--- src/inc/pmac_pkg.sv ---
/*
 * constants and types shared by the power-mode / antenna control block.
 * assumes one 10 MHz clock and a synchronous active-low reset.
 */
package pmac_pkg;

    // ==========================================================
    // clock and timing
    localparam int unsigned CLK_HZ          = 10_000_000;
    localparam int unsigned SYNC_STAGES     = 3;
    // clean strap level is first valid after SYNC_STAGES + 1 edges;
    // capture one edge later so the reset value of the filter is not taken
    localparam int unsigned STRAP_SETTLE_CYC = SYNC_STAGES + 2;
    localparam int unsigned SETTLE_W        = 3;

    // ==========================================================
    // synchronised pin vector layout
    localparam int unsigned SI_STRAP = 0;
    localparam int unsigned SI_EXT0  = 1;
    localparam int unsigned SI_EXT1  = 2;
    localparam int unsigned SI_SHORT = 3;
    localparam int unsigned SI_RX    = 4;
    localparam int unsigned SI_DAT   = 5;
    localparam int unsigned SI_CLK   = 6;
    localparam int unsigned SI_N     = 7;
    // idle levels: strap open reads high, serial and two-wire idle high
    localparam logic [SI_N-1:0] SI_RST = 7'h71;

    // ==========================================================
    // operating modes and controller states
    localparam logic MODE_CONT  = 1'b0;
    localparam logic MODE_ONOFF = 1'b1;

    typedef enum logic [1:0] {
        ST_CONT_ACQ,
        ST_CONT_TRACK,
        ST_CYC_ON,
        ST_CYC_IDLE
    } pmac_state_e;

    localparam int unsigned PERIOD_W = 32;

endpackage : pmac_pkg

--- src/inc/pmac_sync_if.sv ---
/*
 * raw pin levels in, filtered levels out, between the control core
 * and its pin synchroniser. assumes both ends share one clock.
 */
interface pmac_sync_if #(
    parameter int unsigned W = 7
);
    logic [W-1:0] raw;
    logic [W-1:0] clean;

    modport filt (input raw, output clean);
    modport user (output raw, input clean);
endinterface : pmac_sync_if

--- src/core/pmac_pin_sync.sv ---
/*
 * three-stage synchroniser per pin; the clean level changes only when
 * the second and third stages agree. assumes raw levels are
 * asynchronous to clk.
 */
module pmac_pin_sync #(
    parameter int unsigned     W       = 7,
    parameter logic [W-1:0]    RST_VAL = '0
) (
    // clock and reset
    input wire logic   clk,
    input wire logic   rst_b,
    // pin levels
    pmac_sync_if.filt  sif
);

    // ==========================================================
    // per-bit stages
    for (genvar i = 0; i < W; i++) begin : g_bit
        logic s1_ff, s2_ff, s3_ff, clean_ff;
        logic nxt_s1, nxt_s2, nxt_s3, nxt_clean;

        always_comb begin
            nxt_s1    = sif.raw[i];
            nxt_s2    = s1_ff;
            nxt_s3    = s2_ff;
            // s1 feeds only s2; the vote looks at s2 and s3
            nxt_clean = (s2_ff == s3_ff) ? s3_ff : clean_ff;
        end

        always_ff @(posedge clk) begin
            if (!rst_b) begin
                s1_ff    <= RST_VAL[i];
                s2_ff    <= RST_VAL[i];
                s3_ff    <= RST_VAL[i];
                clean_ff <= RST_VAL[i];
            end else begin
                s1_ff    <= nxt_s1;
                s2_ff    <= nxt_s2;
                s3_ff    <= nxt_s3;
                clean_ff <= nxt_clean;
            end
        end

        assign sif.clean[i] = clean_ff;
    end

endmodule : pmac_pin_sync

--- src/core/pmac_ctrl.sv ---
/*
 * power-mode sequencer, antenna supply control and shared host pin
 * routing of a satellite timing receiver.
 * assumes one clock, the engine status inputs on that clock, and all
 * pin inputs asynchronous.
 */
// Operation
// - strap high or open gives two-wire data/clock, low gives spi cs/clock.
// - strap high or open gives serial tx/rx, low gives spi miso/mosi.
// - only two modes exist: continuous and on/off duty cycle.
// - continuous mode acquires until the almanac is complete, then tracks.
// - low tracking current needs position, full almanac and all ephemeris.
// - duty mode wakes on timer, event input 0, event input 1 while open detection is off, or serial rx activity.
// - when enabled, the event input 0 level holds the receiver on or off.
// - after each wake the receiver stays on until a new fix is delivered.
// - antenna bias is on while active, off while idle and while shorted.
// - a near-zero antenna supply flags a short alarm.
// - event input 1 may serve as an open-circuit indication in status.
// - the antenna switch output follows the same policy as the bias.
module pmac_ctrl #(
    parameter int unsigned PERIOD_W = pmac_pkg::PERIOD_W
) (
    // clock and reset
    input  wire logic                clk,
    input  wire logic                rst_b,
    // strap, event and antenna sense pins
    input  wire logic                iface_select_strap,
    input  wire logic                external_event_input_0,
    input  wire logic                external_event_input_1,
    input  wire logic                ant_supply_near_zero,
    // shared host pins
    input  wire logic                dat_pin_in,
    output logic                     dat_pin_out,
    output logic                     dat_pin_oe_b,
    input  wire logic                clk_pin_in,
    output logic                     clk_pin_out,
    output logic                     clk_pin_oe_b,
    output logic                     tx_pin_out,
    input  wire logic                rx_pin_in,
    // two-wire core side
    input  wire logic                twi_dat_pull,
    input  wire logic                twi_clk_pull,
    output logic                     twi_dat_in,
    output logic                     twi_clk_in,
    // serial port core side
    input  wire logic                uart_txd,
    output logic                     uart_rxd,
    // spi core side
    input  wire logic                spi_miso,
    output logic                     spi_cs_b,
    output logic                     spi_sck,
    output logic                     spi_mosi,
    // configuration
    input  wire logic                cfg_mode,
    input  wire logic [PERIOD_W-1:0] cfg_wake_period,
    input  wire logic                cfg_hold_en,
    input  wire logic                cfg_open_det_en,
    input  wire logic                cfg_ant_ctrl_en,
    // engine status
    input  wire logic                pos_valid,
    input  wire logic                almanac_done,
    input  wire logic                eph_all_valid,
    input  wire logic                new_fix,
    // status and control outputs
    output logic                     iface_is_spi,
    output logic                     rx_active,
    output logic                     acq_full,
    output logic                     track_low,
    output logic                     ant_bias_en,
    output logic                     antenna_supply_switch_out,
    output logic                     alarm_short,
    output logic                     alarm_open
);
    // ==========================================================
    // pin synchroniser
    pmac_sync_if #(.W(pmac_pkg::SI_N)) sif ();
    assign sif.raw = {clk_pin_in, dat_pin_in, rx_pin_in,
                      ant_supply_near_zero, external_event_input_1,
                      external_event_input_0, iface_select_strap};
    pmac_pin_sync #(
        .W       (pmac_pkg::SI_N),
        .RST_VAL (pmac_pkg::SI_RST)
    ) u_sync (
        .clk   (clk),
        .rst_b (rst_b),
        .sif   (sif)
    );
    logic strap_c, ext0_c, ext1_c, short_c, rx_c, dat_c, clk_c;
    assign strap_c = sif.clean[pmac_pkg::SI_STRAP];
    assign ext0_c  = sif.clean[pmac_pkg::SI_EXT0];
    assign ext1_c  = sif.clean[pmac_pkg::SI_EXT1];
    assign short_c = sif.clean[pmac_pkg::SI_SHORT];
    assign rx_c    = sif.clean[pmac_pkg::SI_RX];
    assign dat_c   = sif.clean[pmac_pkg::SI_DAT];
    assign clk_c   = sif.clean[pmac_pkg::SI_CLK];
    // ==========================================================
    // strap capture
    logic [pmac_pkg::SETTLE_W-1:0] settle_ff, nxt_settle;
    logic                          spi_ff, nxt_spi;
    always_comb begin
        nxt_settle = settle_ff;
        nxt_spi    = spi_ff;
        if (settle_ff != pmac_pkg::SETTLE_W'(pmac_pkg::STRAP_SETTLE_CYC))
        begin
            nxt_settle = settle_ff + 1'b1;
            // single capture, held until the next reset
            if (settle_ff ==
                pmac_pkg::SETTLE_W'(pmac_pkg::STRAP_SETTLE_CYC - 1)) begin
                nxt_spi = !strap_c;
            end
        end
    end
    always_ff @(posedge clk) begin
        if (!rst_b) begin
            settle_ff <= '0;
            spi_ff    <= 1'b0;
        end else begin
            settle_ff <= nxt_settle;
            spi_ff    <= nxt_spi;
        end
    end

    // ==========================================================
    // pin routing
    logic dat_out_ff, dat_oe_b_ff, clk_out_ff, clk_oe_b_ff, tx_ff;
    logic twi_dat_ff, twi_clk_ff, rxd_ff, cs_b_ff, sck_ff, mosi_ff;
    logic nxt_dat_out, nxt_dat_oe_b, nxt_clk_out, nxt_clk_oe_b, nxt_tx;
    logic nxt_twi_dat, nxt_twi_clk, nxt_rxd, nxt_cs_b, nxt_sck, nxt_mosi;
    always_comb begin
        // open-drain: only ever drive low, pins are inputs in spi mode
        nxt_dat_out  = 1'b0;
        nxt_clk_out  = 1'b0;
        nxt_dat_oe_b = spi_ff ? 1'b1 : !twi_dat_pull;
        nxt_clk_oe_b = spi_ff ? 1'b1 : !twi_clk_pull;
        nxt_twi_dat  = spi_ff ? 1'b1 : dat_c;
        nxt_twi_clk  = spi_ff ? 1'b1 : clk_c;
        nxt_cs_b     = spi_ff ? dat_c : 1'b1;
        nxt_sck      = spi_ff ? clk_c : 1'b0;
        nxt_tx       = spi_ff ? spi_miso : uart_txd;
        nxt_rxd      = spi_ff ? 1'b1 : rx_c;
        nxt_mosi     = spi_ff ? rx_c : 1'b0;
    end
    always_ff @(posedge clk) begin
        if (!rst_b) begin
            dat_out_ff  <= 1'b0;
            dat_oe_b_ff <= 1'b1;
            clk_out_ff  <= 1'b0;
            clk_oe_b_ff <= 1'b1;
            tx_ff       <= 1'b1;
            twi_dat_ff  <= 1'b1;
            twi_clk_ff  <= 1'b1;
            rxd_ff      <= 1'b1;
            cs_b_ff     <= 1'b1;
            sck_ff      <= 1'b0;
            mosi_ff     <= 1'b0;
        end else begin
            dat_out_ff  <= nxt_dat_out;
            dat_oe_b_ff <= nxt_dat_oe_b;
            clk_out_ff  <= nxt_clk_out;
            clk_oe_b_ff <= nxt_clk_oe_b;
            tx_ff       <= nxt_tx;
            twi_dat_ff  <= nxt_twi_dat;
            twi_clk_ff  <= nxt_twi_clk;
            rxd_ff      <= nxt_rxd;
            cs_b_ff     <= nxt_cs_b;
            sck_ff      <= nxt_sck;
            mosi_ff     <= nxt_mosi;
        end
    end

    // ==========================================================
    // power-mode sequencer
    pmac_pkg::pmac_state_e state_ff, nxt_state;
    logic [PERIOD_W-1:0]   timer_ff, nxt_timer;
    logic                  ext0_d_ff, ext1_d_ff, rx_d_ff;
    logic                  wake, hold_req;
    always_comb begin
        nxt_state = state_ff;
        nxt_timer = timer_ff;
        hold_req  = cfg_hold_en && ext0_c;
        // wake sources; event 1 is lost to open detection when reassigned
        wake = (timer_ff == '0)
            || (ext0_c && !ext0_d_ff)
            || (!cfg_open_det_en && ext1_c && !ext1_d_ff)
            || (!spi_ff && !rx_c && rx_d_ff);
        if (timer_ff != '0) begin
            nxt_timer = timer_ff - 1'b1;
        end
        unique case (state_ff)
            pmac_pkg::ST_CONT_ACQ: begin
                if (cfg_mode == pmac_pkg::MODE_ONOFF) begin
                    nxt_state = pmac_pkg::ST_CYC_ON;
                end else if (almanac_done) begin
                    nxt_state = pmac_pkg::ST_CONT_TRACK;
                end
            end
            pmac_pkg::ST_CONT_TRACK: begin
                if (cfg_mode == pmac_pkg::MODE_ONOFF) begin
                    nxt_state = pmac_pkg::ST_CYC_ON;
                end else if (!almanac_done) begin
                    nxt_state = pmac_pkg::ST_CONT_ACQ;
                end
            end
            pmac_pkg::ST_CYC_ON: begin
                if (cfg_mode == pmac_pkg::MODE_CONT) begin
                    nxt_state = pmac_pkg::ST_CONT_ACQ;
                end else if (cfg_hold_en ? !hold_req : new_fix) begin
                    nxt_state = pmac_pkg::ST_CYC_IDLE;
                    nxt_timer = cfg_wake_period;
                end
            end
            pmac_pkg::ST_CYC_IDLE: begin
                if (cfg_mode == pmac_pkg::MODE_CONT) begin
                    nxt_state = pmac_pkg::ST_CONT_ACQ;
                end else if (cfg_hold_en ? hold_req : wake) begin
                    nxt_state = pmac_pkg::ST_CYC_ON;
                end
            end
        endcase
    end
    always_ff @(posedge clk) begin
        if (!rst_b) begin
            state_ff  <= pmac_pkg::ST_CONT_ACQ;
            timer_ff  <= '0;
            ext0_d_ff <= 1'b0;
            ext1_d_ff <= 1'b0;
            rx_d_ff   <= 1'b1;
        end else begin
            state_ff  <= nxt_state;
            timer_ff  <= nxt_timer;
            ext0_d_ff <= ext0_c;
            ext1_d_ff <= ext1_c;
            rx_d_ff   <= rx_c;
        end
    end

    // ==========================================================
    // status and antenna supply
    logic act_ff, acq_ff, trk_ff, bias_ff, sw_ff, ashort_ff, aopen_ff;
    logic nxt_act, nxt_acq, nxt_trk, nxt_bias, nxt_ashort, nxt_aopen;
    always_comb begin
        // reflects the state being entered, so the bias tracks the sequencer
        nxt_act    = (nxt_state != pmac_pkg::ST_CYC_IDLE);
        nxt_acq    = (nxt_state == pmac_pkg::ST_CONT_ACQ)
                  || (nxt_state == pmac_pkg::ST_CYC_ON);
        nxt_trk    = (nxt_state == pmac_pkg::ST_CONT_TRACK)
                  && pos_valid && almanac_done && eph_all_valid;
        nxt_ashort = short_c;
        nxt_aopen  = cfg_open_det_en && ext1_c;
        // short wins over activity; control disabled leaves supply on
        nxt_bias   = cfg_ant_ctrl_en ? (nxt_act && !short_c) : 1'b1;
    end
    always_ff @(posedge clk) begin
        if (!rst_b) begin
            act_ff    <= 1'b0;
            acq_ff    <= 1'b0;
            trk_ff    <= 1'b0;
            bias_ff   <= 1'b0;
            sw_ff     <= 1'b0;
            ashort_ff <= 1'b0;
            aopen_ff  <= 1'b0;
        end else begin
            act_ff    <= nxt_act;
            acq_ff    <= nxt_acq;
            trk_ff    <= nxt_trk;
            bias_ff   <= nxt_bias;
            sw_ff     <= nxt_bias;
            ashort_ff <= nxt_ashort;
            aopen_ff  <= nxt_aopen;
        end
    end

    // ==========================================================
    // outputs
    assign dat_pin_out               = dat_out_ff;
    assign dat_pin_oe_b              = dat_oe_b_ff;
    assign clk_pin_out               = clk_out_ff;
    assign clk_pin_oe_b              = clk_oe_b_ff;
    assign tx_pin_out                = tx_ff;
    assign twi_dat_in                = twi_dat_ff;
    assign twi_clk_in                = twi_clk_ff;
    assign uart_rxd                  = rxd_ff;
    assign spi_cs_b                  = cs_b_ff;
    assign spi_sck                   = sck_ff;
    assign spi_mosi                  = mosi_ff;
    assign iface_is_spi              = spi_ff;
    assign rx_active                 = act_ff;
    assign acq_full                  = acq_ff;
    assign track_low                 = trk_ff;
    assign ant_bias_en               = bias_ff;
    assign antenna_supply_switch_out = sw_ff;
    assign alarm_short               = ashort_ff;
    assign alarm_open                = aopen_ff;

endmodule : pmac_ctrl

--- config.mk ---
export PLATFORM = sky130hd
export DESIGN_NAME = pmac_ctrl
export DESIGN_NICKNAME = d
export VERILOG_FILES = /design/src/inc/pmac_pkg.sv /design/src/inc/pmac_sync_if.sv /design/src/core/pmac_pin_sync.sv /design/src/core/pmac_ctrl.sv
export SDC_FILE = /design/constraint.sdc
export NUM_CORES = 1
export LEC_CHECK = 0
export BUFFER_PORTS_ARGS = -buffer_cell sky130_fd_sc_hd__buf_2
export CORE_MARGIN = 2
export CORE_UTILIZATION = 54
export CTS_CLUSTER_SIZE = 8
export DETAILED_ROUTE_END_ITERATION = 10
export PLACE_DENSITY = 0.91
export RECOVER_POWER = 50
export SETUP_SLACK_MARGIN = 0.4
export SLEW_MARGIN = 40
export SYNTH_ARGS = -nofsm -noshare
export SYNTH_HDL_FRONTEND = slang
export SYNTH_SLANG_ARGS = --single-unit
--- constraint.sdc ---
create_clock -name clk -period 2.7 [get_ports clk]
set_clock_uncertainty 0.15 [all_clocks]
set_input_delay 0.54 -clock clk [delete_from_list [all_inputs] [get_ports clk]]
set_output_delay 0.54 -clock clk [all_outputs]
set_load 0.05 [all_outputs]
Yosys cells after proc, flatten, opt, wreduce, memory -nomap -nowiden --
Index checks and enable logic that the tools add are counted.
Storage, ports and cells: register bits 84, input port bits 53, output and inout port bits 19, logic and storage cells 117
Operators by class: $add $sub $neg 2, equal/unequal tests 15, muxes and demuxes 17, bitwise gates (word level) 1, reductions and logical operators 32
Operator list (number):
- two-way mux 32 bit | 4
- logical NOT 32 bit | 1
- nonzero test 32 bit | 1
- subtractor 32 x 1 -> 32 bit (second input constant) | 1
- two-way mux 2 bit | 8
- logical AND 1 bit | 11
- logical NOT 1 bit | 10
- case mux 2 bit (4 select lines) | 1
- equality test 1 bit | 7
- equality test 2 bit (second input constant) | 3
- equality test 2 x 1 -> 1 bit (second input constant) | 2
- logical NOT 2 bit | 2
- logical OR 1 bit | 4
- two-way mux 1 bit | 4
- AND reduction 2 bit | 2
- adder 3 x 1 -> 3 bit (second input constant) | 1
- equality test 3 bit (second input constant) | 1
- != test 3 bit (second input constant) | 1
- != test 2 bit (second input constant) | 1
- OR reduction 2 bit | 1
- inverter 1 bit | 1

Depth between registers and ports, before layout --
Gate-level depths: netlist of run 1.
depth in word-level cells 13, gate-level depth with buffers 8, depth with buffers taken out 7

Cells and area by module --
Synthesis of run 1 repeated with hierarchy kept, for this count alone.
Second synthesis, totals: cell total of the unflattened synthesis 393, area, all modules 3631.0 um^2
By module, submodules not included:
- pmac_ctrl | instances 1, cells an instance 314, area an instance 2751.4 um^2, seq. area each 1121.1 um^2
- pmac_pin_sync | instances 1, cells an instance 79, area an instance 879.6 um^2, seq. area each 560.5 um^2

Worst setup path before layout of run 1 --
No wires, ideal clock.
path kind flip-flop to flip-flop, start reg timer_ff[5], end reg timer_ff[21], library setup time 88 ps, arrival time 2226 ps, required time 2462 ps, slack 236 ps, stages on the path, launching flop included 9, path buffers 3, period minus slack after synthesis 2464 ps, cells stage by stage dfxtp_1 or4_1 buf_2 or3_4 nor4_4 buf_6 buf_6 o21ai_1 a311oi_2
On the way: longest elaborated chain between the ends 5, elaborated cells between the ends (all ways) 6, classes of those cells add/sub (1); mux (4); reduce/logical (1)
Ends and longest elaborated chain:
- start, declared | RTL line pmac_ctrl.sv:174 | logic [PERIOD_W-1:0] timer_ff, nxt_timer;
- start signal, assigned | RTL line pmac_ctrl.sv:230 | timer_ff <= nxt_timer;
- subtractor 32 x 1 -> 32 bit or nonzero test 32 bit (tied branches) | RTL line pmac_ctrl.sv:187, pmac_ctrl.sv:186
- two-way mux 32 bit * | RTL line pmac_ctrl.sv:186 | if (timer_ff != '0) begin
- two-way mux 32 bit | RTL line pmac_ctrl.sv:207 | end else if (cfg_hold_en ? !hold_req : new_fix) begin
- two-way mux 32 bit | RTL line pmac_ctrl.sv:205 | if (cfg_mode == pmac_pkg::MODE_CONT) begin
- two-way mux 32 bit * | RTL line pmac_ctrl.sv:189 | unique case (state_ff)
Mark *: on every way between the ends. The rest lies on a longest branch, timed or not. A chain may end at the register's enable or synchronous reset.

Worst setup path in the final report of run 1 --
start reg timer_ff[2], end reg timer_ff[5]
The elaborated chain is that of the path after synthesis.

==> out/metrics.cfg, run 1 <==
[outcome]
status = finished with violations
violations = capacitance limit, slew limit

[synth]
ys_top_cells_by_area = dfxtp_1 (48%), o21ai_0 (4.3%), nor2_1 (3.6%)
synth_common_cells = dfxtp_1 (84), nor2_1 (34), o21ai_0 (30)
synth_cell_types = 50
synth.most_common_cell = dfxtp_1
avgSynthCellArea_um2 = 9.15
synth-edff-count = 0
yosys_most_used_dff = dfxtp_1
syn_area_um2 = 3520
synthArstFlopShare = 0
synth-seq-cells = 84
seq_area_frac_synth = 0.477
yosysWarnings = 0
yosysTopAreaCellShare = 0.477
synthCells = 385
synth_top_area_cell = dfxtp_1

[route]
wl_per_cell_um = 15.8
drtIter0Drc = 142
num_vias = 3320
drc = 0
dr.pass1.iters = 4
routed_wl_mm = 8.78
postRouteAntennaNets = 0
viasPerCell = 5.97

[placed_design]
place_congestion = 0.798
place_hpwl_mm = 5.02
numPortBuffers = 69
placedCellCount = 521
placed_area_um2 = 3980

[clocking]
cts_htree_levels = 3
cts.clk_slew.worst_paths_ns = 0.08
hold_buffers = 0
clockRootBuffer = clkbuf_8
worstSkewPairLatency_ns = 0.37
clockBufferDepth = 2
cts_tree = built
cts_sinks = 84
cts_buffers = 9

[min_path]
hold_path.class = input pin to register
min_path_cells = 2
min_from = twi_dat_pull
min_to = dat_pin_oe_b

[sta]
finalHoldViolCount = 0
rsz0062_at_grt = true
tns_ns = 0
fin_crit_sh = 0.953
maxSlewHeadroom = -0.0816
worst_pin_slew_ns = 1.62
final-setup-viol-count = 0
timing.fmax_mhz = 388
min_period_ns = 2.57
maxSlewViolCount = 31

[finish]
diodes = 0
layout.nets = 531
syn2layout_area_growth_pct = 29.7
stdcell_count = 556
stdcell_area_um2 = 4570
layout-drive-gt1-share = 0.328
fill_cells = 445

[setup_path]
critical_path_class = register to register
rr_startpoint = timer_ff[2]
endpoint_kind = register
rrSetupSlack_ns = 0.13
cp.required_ns = 2.79
cp_max_fo = 5
worstPathArrival_ns = 2.67
r2r-end = timer_ff[5]
critPathLaunchType = register
critPathLaunch = timer_ff[2]
worst-r2r-cell-count = 7

[floorplan]
die_w_um = 84.8
dieArea_um2 = 7180
row_count = 29
num_io_pins = 72
core_um2 = 6310
start_util = 0.558
die_y_um = 84.8

[global_route]
grt_pass1_wl_mm = 13.5
overflow = 0
antenna_found_initial = 0
grt_pass1_vias = 3089
grt_max_degree = 62
track_usage = 0.235

[pwr]
power_density_nw_per_um2 = 989
cellLeakagePower_nw = 1.80
vdd_drop_max_mv = 0.805

[job]
max_cap_violations = 1

-- per-stage QoR --
stage,total power [mW],utilization,hold WS (ns),setup slack (ns)
5_1_grt,4.74,0.724,0.166,0.0499
6_report,4.52,0.724,0.175,0.126
4_1_cts,4.17,0.697,0.157,0.182
2_1_floorplan,2.63,-,0.236,0.327
3_5_place_dp,2.98,0.630,0.247,0.120
3_3_place_gp,2.91,0.630,0.239,0.210
-- worst max-delay path, stage by stage, from the launching register on --
cell and delay [ns]:
dfxtp_2 0.33, or4_4 0.56, buf_6 0.15, or3_4 0.35
nor4_4 0.27, buf_4 0.21, o31ai_1 0.10, a311oi_1 0.32
-- how the worst max path moves through the flow --
stage | endpoint | slack (ns) | cells past startpoint
final | timer_ff[5] | 0.13 | 7
after CTS | timer_ff[17] | 0.18 | 7
after global placement | timer_ff[11] | 0.21 | 6
after floorplan | timer_ff[29] | 0.33 | 6
after detailed placement | timer_ff[11] | 0.12 | 6
after global routing | timer_ff[5] | 0.05 | 7
-- power by group --
| group | leakage (nW) | total, mW | switching, mW | internal [mW] |
|---|---|---|---|---|
| sequential | 0.689 | 1.67 | 0.241 | 1.43 |
| combinational | 1.00 | 1.89 | 1.02 | 0.871 |
| clock | 0.105 | 0.958 | 0.452 | 0.506 |
-- final cells by class --
class                      instances  area (um2)  area share
clock inverter                     4        53.8      0.0118
inverter                           8        30.0     0.00657
tap                               77        96.3      0.0211
sequential                        84        1680       0.369
multi-input combinational        269        1900       0.417
timing repair buffer             102         636       0.139
clock buffer                      12         165      0.0361
-- state kept, by name (all words and copies together) (netlist names), 2 cells and up --
signal	count
timer_ff	32
u_sync.g_bit.clean_ff	7
u_sync.g_bit.nxt_s2	7
u_sync.g_bit.nxt_s3	7
u_sync.g_bit.s3_ff	7
settle_ff	3
state_ff	2
-- kinds of logic (layout without fill, tap and decap cells) --
family | Yosys count | after routing | share of synthesized area
buffers and inverters | 33 | 126 | 0.0430
other | 1 | 2 | 0.00106
and+or+nand+nor | 153 | 153 | 0.248
DFF | 84 | 84 | 0.477
adders and majority gates | 4 | 4 | 0.0142
xor gates and xnor gates | 7 | 7 | 0.0174
muxes | 2 | 2 | 0.00568
AOI/OAI and AO/OA | 101 | 101 | 0.193
-- cell usage in the layout, fill, tap and decap left out, types with 5 or more instances in the layout --
cell type,count
inv_1,8
a31oi_1,12
o21ai_0,29
a311oi_1,7
dfxtp_1,82
or3_1,13
buf_6,8
o31ai_1,8
buf_2,67
xor2_1,5
or4_1,11
nor2_1,34
nand2b_1,16
nand3_1,6
a21oi_1,13
clkbuf_8,12
buf_4,20
nor4_2,6
a211oi_1,5
and2_1,10
a311oi_2,6
nand2_1,22
-- repair_timing --
item / 4_1_cts / 5_1_grt
resized for setup: 25 / 23
hold endpoints to repair: 0 / 0
pin swaps: 18 / 12
cloned: 1 / 0
setup buffers: 11 / 7
setup endpoints to repair: 30 / 33
-- per-layer routing --
metal	wire length, um	GRT usage	part of all wire
met3	469	0.0787	0.053
met1	3400	0.243	0.39
met4	354	0.133	0.040
met2	4560	0.413	0.52
met5	0	0	0
No activity file was read; power rests on OpenSTA's default activity.
==> run 2, diff against run 1 <==
CORE_UTILIZATION = 58   (was 54)
PLACE_DENSITY = 0.95   (was 0.91)
clock period = 3.25 ns   (was 2.7 ns; I/O delays follow)
==> out/metrics.cfg, run 2 (synthesis results as in run 1) <==
[pwr]
cellLeakagePower_nw = 1.62  ; -10%
power_density_nw_per_um2 = 775  ; -22%
p_total_mw = 3.20  ; -29%
vdd_drop_max_mv = 0.478  ; -41%

[route]
drc = 0  ; unchanged
drtIter0Drc = 203  ; +43%
dr.pass1.iters = 4  ; unchanged
routed_wl_mm = 7.64  ; -13%
num_vias = 3060  ; -7.8%
postRouteAntennaNets = 0  ; unchanged
viasPerCell = 5.74  ; -3.9%
wl_per_cell_um = 14.3  ; -9.2%

[placed_design]
numPortBuffers = 69  ; unchanged
place_congestion = 0.839  ; +5.2%
place_hpwl_mm = 5.08  ; +1.2%
detailedPlace.worstSlack_ns = 0.393  ; +0.273 ns
placed_area_um2 = 3900  ; -1.8%

[outcome]
status = finished with violations
violations = capacitance limit, slew limit

[setup_path]
critPathLaunchType = input pin
r2r-end = timer_ff[21]
cp_max_fo = 30  ; +25
max_stage_delay_ns = 0.77  ; +0.21 ns
cp.required_ns = 3.34  ; +0.55 ns
rrSetupSlack_ns = 0.59  ; +0.46 ns
worstPathArrival_ns = 2.76  ; +0.09 ns
rr_startpoint = timer_ff[2]
crit_chain = clkbuf_1, inv_1, clkbuf_1, or3_1
cp_num_buf_inv = 3  ; +1
worst-r2r-cell-count = 6  ; -1
cp_common_cell = clkbuf_1
critical_path_class = input pin to register
endpoint_kind = register
crit_family = buffers and inverters
slowest_stage = clkbuf_1

[clocking]
cts_buffers = 9  ; unchanged
cts.clk_slew.worst_paths_ns = 0.08  ; about the same
cts_htree_levels = 3  ; unchanged
cts_tree = built
clockBufferDepth = 2  ; unchanged
cts_sinks = 84  ; unchanged
clockRootBuffer = clkbuf_8
worstSkewPairLatency_ns = 0.35  ; -0.02 ns

[finish]
final_common_cell = dfxtp_1
syn2layout_area_growth_pct = 17.4
fill_cells = 457  ; +2.7%
mostFrequentLayoutCells = dfxtp_1 (84), buf_2 (65), nor2_1 (34)
final_util = 0.702  ; -0.0214
layout-drive-gt1-share = 0.225  ; -0.103
stdcell_area_um2 = 4130  ; -9.5%
largest_register_ffs = 32  ; unchanged
diodes = 0  ; unchanged
layout.nets = 510  ; -4.0%
top_register = timer_ff

[floorplan]
core_um2 = 5890  ; -6.8%
die_y_um = 81.9  ; -3.3%
row_count = 28  ; -3.4%
die_w_um = 81.9  ; -3.3%
num_io_pins = 72  ; unchanged
dieArea_um2 = 6710  ; -6.6%
start_util = 0.598  ; +0.0406

[global_route]
grt_pass1_vias = 2853  ; -7.6%
grt_max_degree = 32  ; -48%
track_usage = 0.239  ; +0.00412
antenna_found_initial = 0  ; unchanged
overflow = 0  ; unchanged
grt_pass1_wl_mm = 12.4  ; -8.1%

[sta]
worst_slack_ns = 0.577  ; +0.451 ns
timing.fmax_mhz = 374
finalHoldViolCount = 0  ; unchanged
rsz0062_at_grt = false
worst_pin_slew_ns = 1.54  ; -0.0823 ns
min_period_ns = 2.67
maxSlewHeadroom = -0.0267  ; +0.0549
maxSlewViolCount = 31  ; unchanged
final-setup-viol-count = 0  ; unchanged
tns_ns = 0  ; unchanged
fin_crit_sh = 0.822

[job]
max_cap_violations = 1  ; unchanged

[min_path]
min_from = u_sync.g_bit[4].nxt_s2
min_path_cells = 1  ; -1
hold_path.class = register to register
min_to = u_sync.g_bit[4].nxt_s3

## run 2: changes by cell type in the layout (fill, tap and decap cells not counted), sizes merged
cell	change
buf	-22
clkbuf	-2
clkinv	+2
inv	+1
## run 2: what timing repair did
item,in CTS,in global routing
hold buffers,0,0
pin swaps,1,1
resized for setup,0,2
endpoints found under the hold margin,0,0
setup endpoints to repair,2,6
buffers inserted,3,1
## run 2: layer usage
layer | global-route usage | up-vias | part of all wire
li1 | - | 1555 | -
met2 | 0.426 | 85 | 0.52
met4 | 0.0933 | 0 | 0.010
met5 | 0 | - | 0
met3 | 0.0736 | 6 | 0.056
met1 | 0.264 | 1414 | 0.42
## run 2: through the flow
stage	hold slack, ns	std cells
after global routing	0.275	533
after floorplan	0.236	386
after CTS	0.273	532
after detailed placement	0.252	513
final	0.267	533
after global placement	0.240	513
## run 2: how the worst max path moves through the flow
stage	cells after the start	endpoint	startpoint
finish	4	uart_rxd	rst_b
global route	4	uart_rxd	rst_b
CTS	5	timer_ff[26]	timer_ff[5]
detailed placement	5	timer_ff[29]	timer_ff[5]
global placement	5	timer_ff[29]	timer_ff[5]
floorplan	8	timer_ff[21]	timer_ff[5]
## run 2: area by class of cell
class / count / area, um2 / share of cell area
Clock buffer: 9 / 124 / 0.0300
Clock inverter: 7 / 72.6 / 0.0176
Inverter: 8 / 30.0 / 0.00726
Multi-Input combinational cell: 269 / 1710 / 0.413
Sequential cell: 84 / 1680 / 0.407
Tap cell: 75 / 93.8 / 0.0227
Timing Repair Buffer: 81 / 423 / 0.102
## run 2: power by group
| part | total (mW) | switching [mW] | internal [mW] |
|---|---|---|---|
| clock | 0.740 | 0.383 | 0.357 |
| combinational | 1.11 | 0.654 | 0.452 |
| sequential | 1.36 | 0.175 | 1.18 |
==> run 3, diff against run 2 <==
CORE_UTILIZATION = 49   (was 58)
PLACE_DENSITY = 0.87   (was 0.95)
clock period = 2.35 ns   (was 3.25 ns; I/O delays follow)
==> out/metrics.cfg, run 3 (synthesis results as in run 1) <==
[clocking]
clockBufferDepth = 2  ; unchanged
hold_buffers = 0  ; unchanged
worstSkewPairLatency_ns = 0.37  ; +0.02 ns
cts_sinks = 84  ; unchanged
cts_buffers = 9  ; unchanged
cts.clk_slew.worst_paths_ns = 0.09  ; about the same
cts_tree = built
clockRootBuffer = clkbuf_8
cts_htree_levels = 3  ; unchanged

[placed_design]
place_hpwl_mm = 5.49  ; +8.1%
place_congestion = 0.871  ; +3.8%
placedCellCount = 561  ; +9.4%
placed_area_um2 = 4210  ; +7.8%
detailedPlace.worstSlack_ns = -0.110  ; -0.503 ns
numPortBuffers = 69  ; unchanged

[pwr]
combPwrFrac = 0.520  ; +0.175
cellLeakagePower_nw = 1.98  ; +22%
power_density_nw_per_um2 = 1230  ; +58%
switching_share = 0.400  ; +0.0218
p_switching_mw = 2.42  ; +100%
vdd_drop_max_mv = 0.498  ; +4.3%
p_total_mw = 6.05  ; +89%
p_seq_frac = 0.312  ; -0.112
internal-power_mw = 3.63  ; +82%
clkPwrFrac = 0.168  ; -0.063

[finish]
seqCellArea_um2 = 1690  ; +0.37%
diodes = 0  ; unchanged
largest_register_ffs = 32  ; unchanged
stdcell_count = 603  ; +13%
multi_input_area_um2 = 1970  ; +15%
layout.nets = 559  ; +9.6%
syn2layout_area_growth_pct = 40.3
layout-drive-gt1-share = 0.383  ; +0.158
mostFrequentLayoutCells = dfxtp_1 (79), buf_2 (68), buf_4 (40)
top_register = timer_ff
stdcell_area_um2 = 4940  ; +20%
fill_cells = 435  ; -4.8%
final_common_cell = dfxtp_1

[setup_path]
critPathLaunchType = register
critPathCapture = timer_ff[31]
cp_max_fo = 3  ; -90%
r2r-end = timer_ff[31]
rr_startpoint = timer_ff[4]
critPathLaunch = timer_ff[4]
critical_path_class = register to register
worst-r2r-cell-count = 6  ; unchanged
rrSetupSlack_ns = -0.32  ; -0.91 ns
endpoint_kind = register
cp.required_ns = 2.50  ; -0.84 ns
worstPathArrival_ns = 2.82  ; +0.06 ns

[global_route]
grt_max_degree = 62  ; +94%
track_usage = 0.248  ; +0.00924
grt_pass1_vias = 3284  ; +15%
antenna_found_initial = 0  ; unchanged
overflow = 0  ; unchanged
grt_pass1_wl_mm = 15.0  ; +21%

[outcome]
violations = setup timing
status = finished with violations

[sta]
timing.fmax_mhz = 375
maxSlewViolCount = 0  ; -100%
worst_slack_ns = -0.320  ; -0.897 ns
rsz0062_at_grt = true
worst_pin_slew_ns = 0.959  ; -0.581 ns
tns_ns = -5.51  ; -5.51 ns
maxSlewHeadroom = 0.361  ; +0.388
fin_crit_sh = 1.14
final-setup-viol-count = 33  ; +33
finalHoldViolCount = 0  ; unchanged
min_period_ns = 2.67

[job]
max_cap_violations = 0  ; -1

[floorplan]
die_w_um = 88.8  ; +8.4%
dieArea_um2 = 7880  ; +17%
core_um2 = 6870  ; +17%
die_y_um = 88.8  ; +8.4%
num_io_pins = 72  ; unchanged
row_count = 30  ; +7.1%
start_util = 0.513  ; -0.0857

[route]
postRouteAntennaNets = 0  ; unchanged
viasPerCell = 6.07  ; +5.7%
drc = 0  ; unchanged
drtIter0Drc = 394  ; +94%
wl_per_cell_um = 18.2  ; +27%
routed_wl_mm = 11.0  ; +44%
dr.pass1.iters = 5  ; +1
num_vias = 3660  ; +20%

[min_path]
hold_path.class = input pin to register

==> run 3: cell count changes in the layout (fill, tap and decap cells not counted), sizes merged <==
| cell | change |
|---|---|
| buf | +52 |
| clkbuf | -3 |
| bufinv | -1 |
| clkinv | +1 |
| clkinvlp | -1 |
| inv | +1 |
==> run 3: power groups by stage <==
| stage | clock (mW) | combinational (mW) | sequential [mW] |
|---|---|---|---|
| final | 1.02 | 3.15 | 1.89 |
| after global routing | 1.08 | 3.28 | 1.91 |
| after floorplan | 0 | 1.25 | 1.89 |
| after CTS | 1.01 | 2.45 | 1.85 |
| after global placement | 0 | 1.97 | 1.84 |
| after detailed placement | 0 | 2.03 | 1.86 |
==> run 3: final cells by class <==
cell class / instances / area share
Multi-Input combinational cell: 269 / 0.398
Sequential cell: 84 / 0.342
Timing Repair Buffer: 130 / 0.191
Clock buffer: 9 / 0.0251
Tap cell: 96 / 0.0243
Clock inverter: 7 / 0.0142
Inverter: 8 / 0.00608
==> run 3: repair_timing <==
| action | 4_1_cts | 5_1_grt |
|---|---|---|
| cloned | 3 | 0 |
| setup buffers | 12 | 11 |
| gates resized for setup | 22 | 36 |
| endpoints found under the hold margin | 0 | 0 |
| pin swaps | 21 | 26 |
| endpoints found under the setup margin | 37 | 38 |
==> run 3: per-layer routing <==
layer  share of wire  global-route usage  vias up  wire length [um]
li1                -                   -     1646                 -
met1            0.39               0.286     1729              4230
met2            0.49               0.407      226              5360
met3           0.071              0.0597       59               781
met4           0.056               0.167        0               612
met5               0                   0        -                 0
==> run 3: worst max-delay path, stage by stage (launching register included) <==
cell and delay [ns]:
dfxtp_2 0.34, or4_4 0.55, buf_4 0.16, nor4b_4 0.29, nand4_1 0.26, or4b_2 0.67, a31oi_1 0.18
==> run 3: worst min path at each step <==
stage | from | endpoint | slack, ns | cells past startpoint
3_5_place_dp | u_sync.g_bit[5].nxt_s2 | u_sync.g_bit[5].nxt_s3 | 0.25 | 1
5_1_grt | twi_dat_pull | dat_pin_oe_b | 0.11 | 2
3_3_place_gp | u_sync.g_bit[0].nxt_s2 | u_sync.g_bit[0].nxt_s3 | 0.24 | 1
4_1_cts | twi_clk_pull | clk_pin_oe_b | 0.11 | 2
2_1_floorplan | u_sync.g_bit[0].nxt_s2 | u_sync.g_bit[0].nxt_s3 | 0.24 | 1
6_report | twi_clk_pull | clk_pin_oe_b | 0.11 | 2
==> run 3: stage by stage <==
| step | hold slack [ns] | util |
|---|---|---|
| floorplan | 0.236 | - |
| global placement | 0.239 | 0.612 |
| detailed placement | 0.246 | 0.612 |
| CTS | 0.110 | 0.682 |
| global route | 0.110 | 0.719 |
| finish | 0.112 | 0.719 |
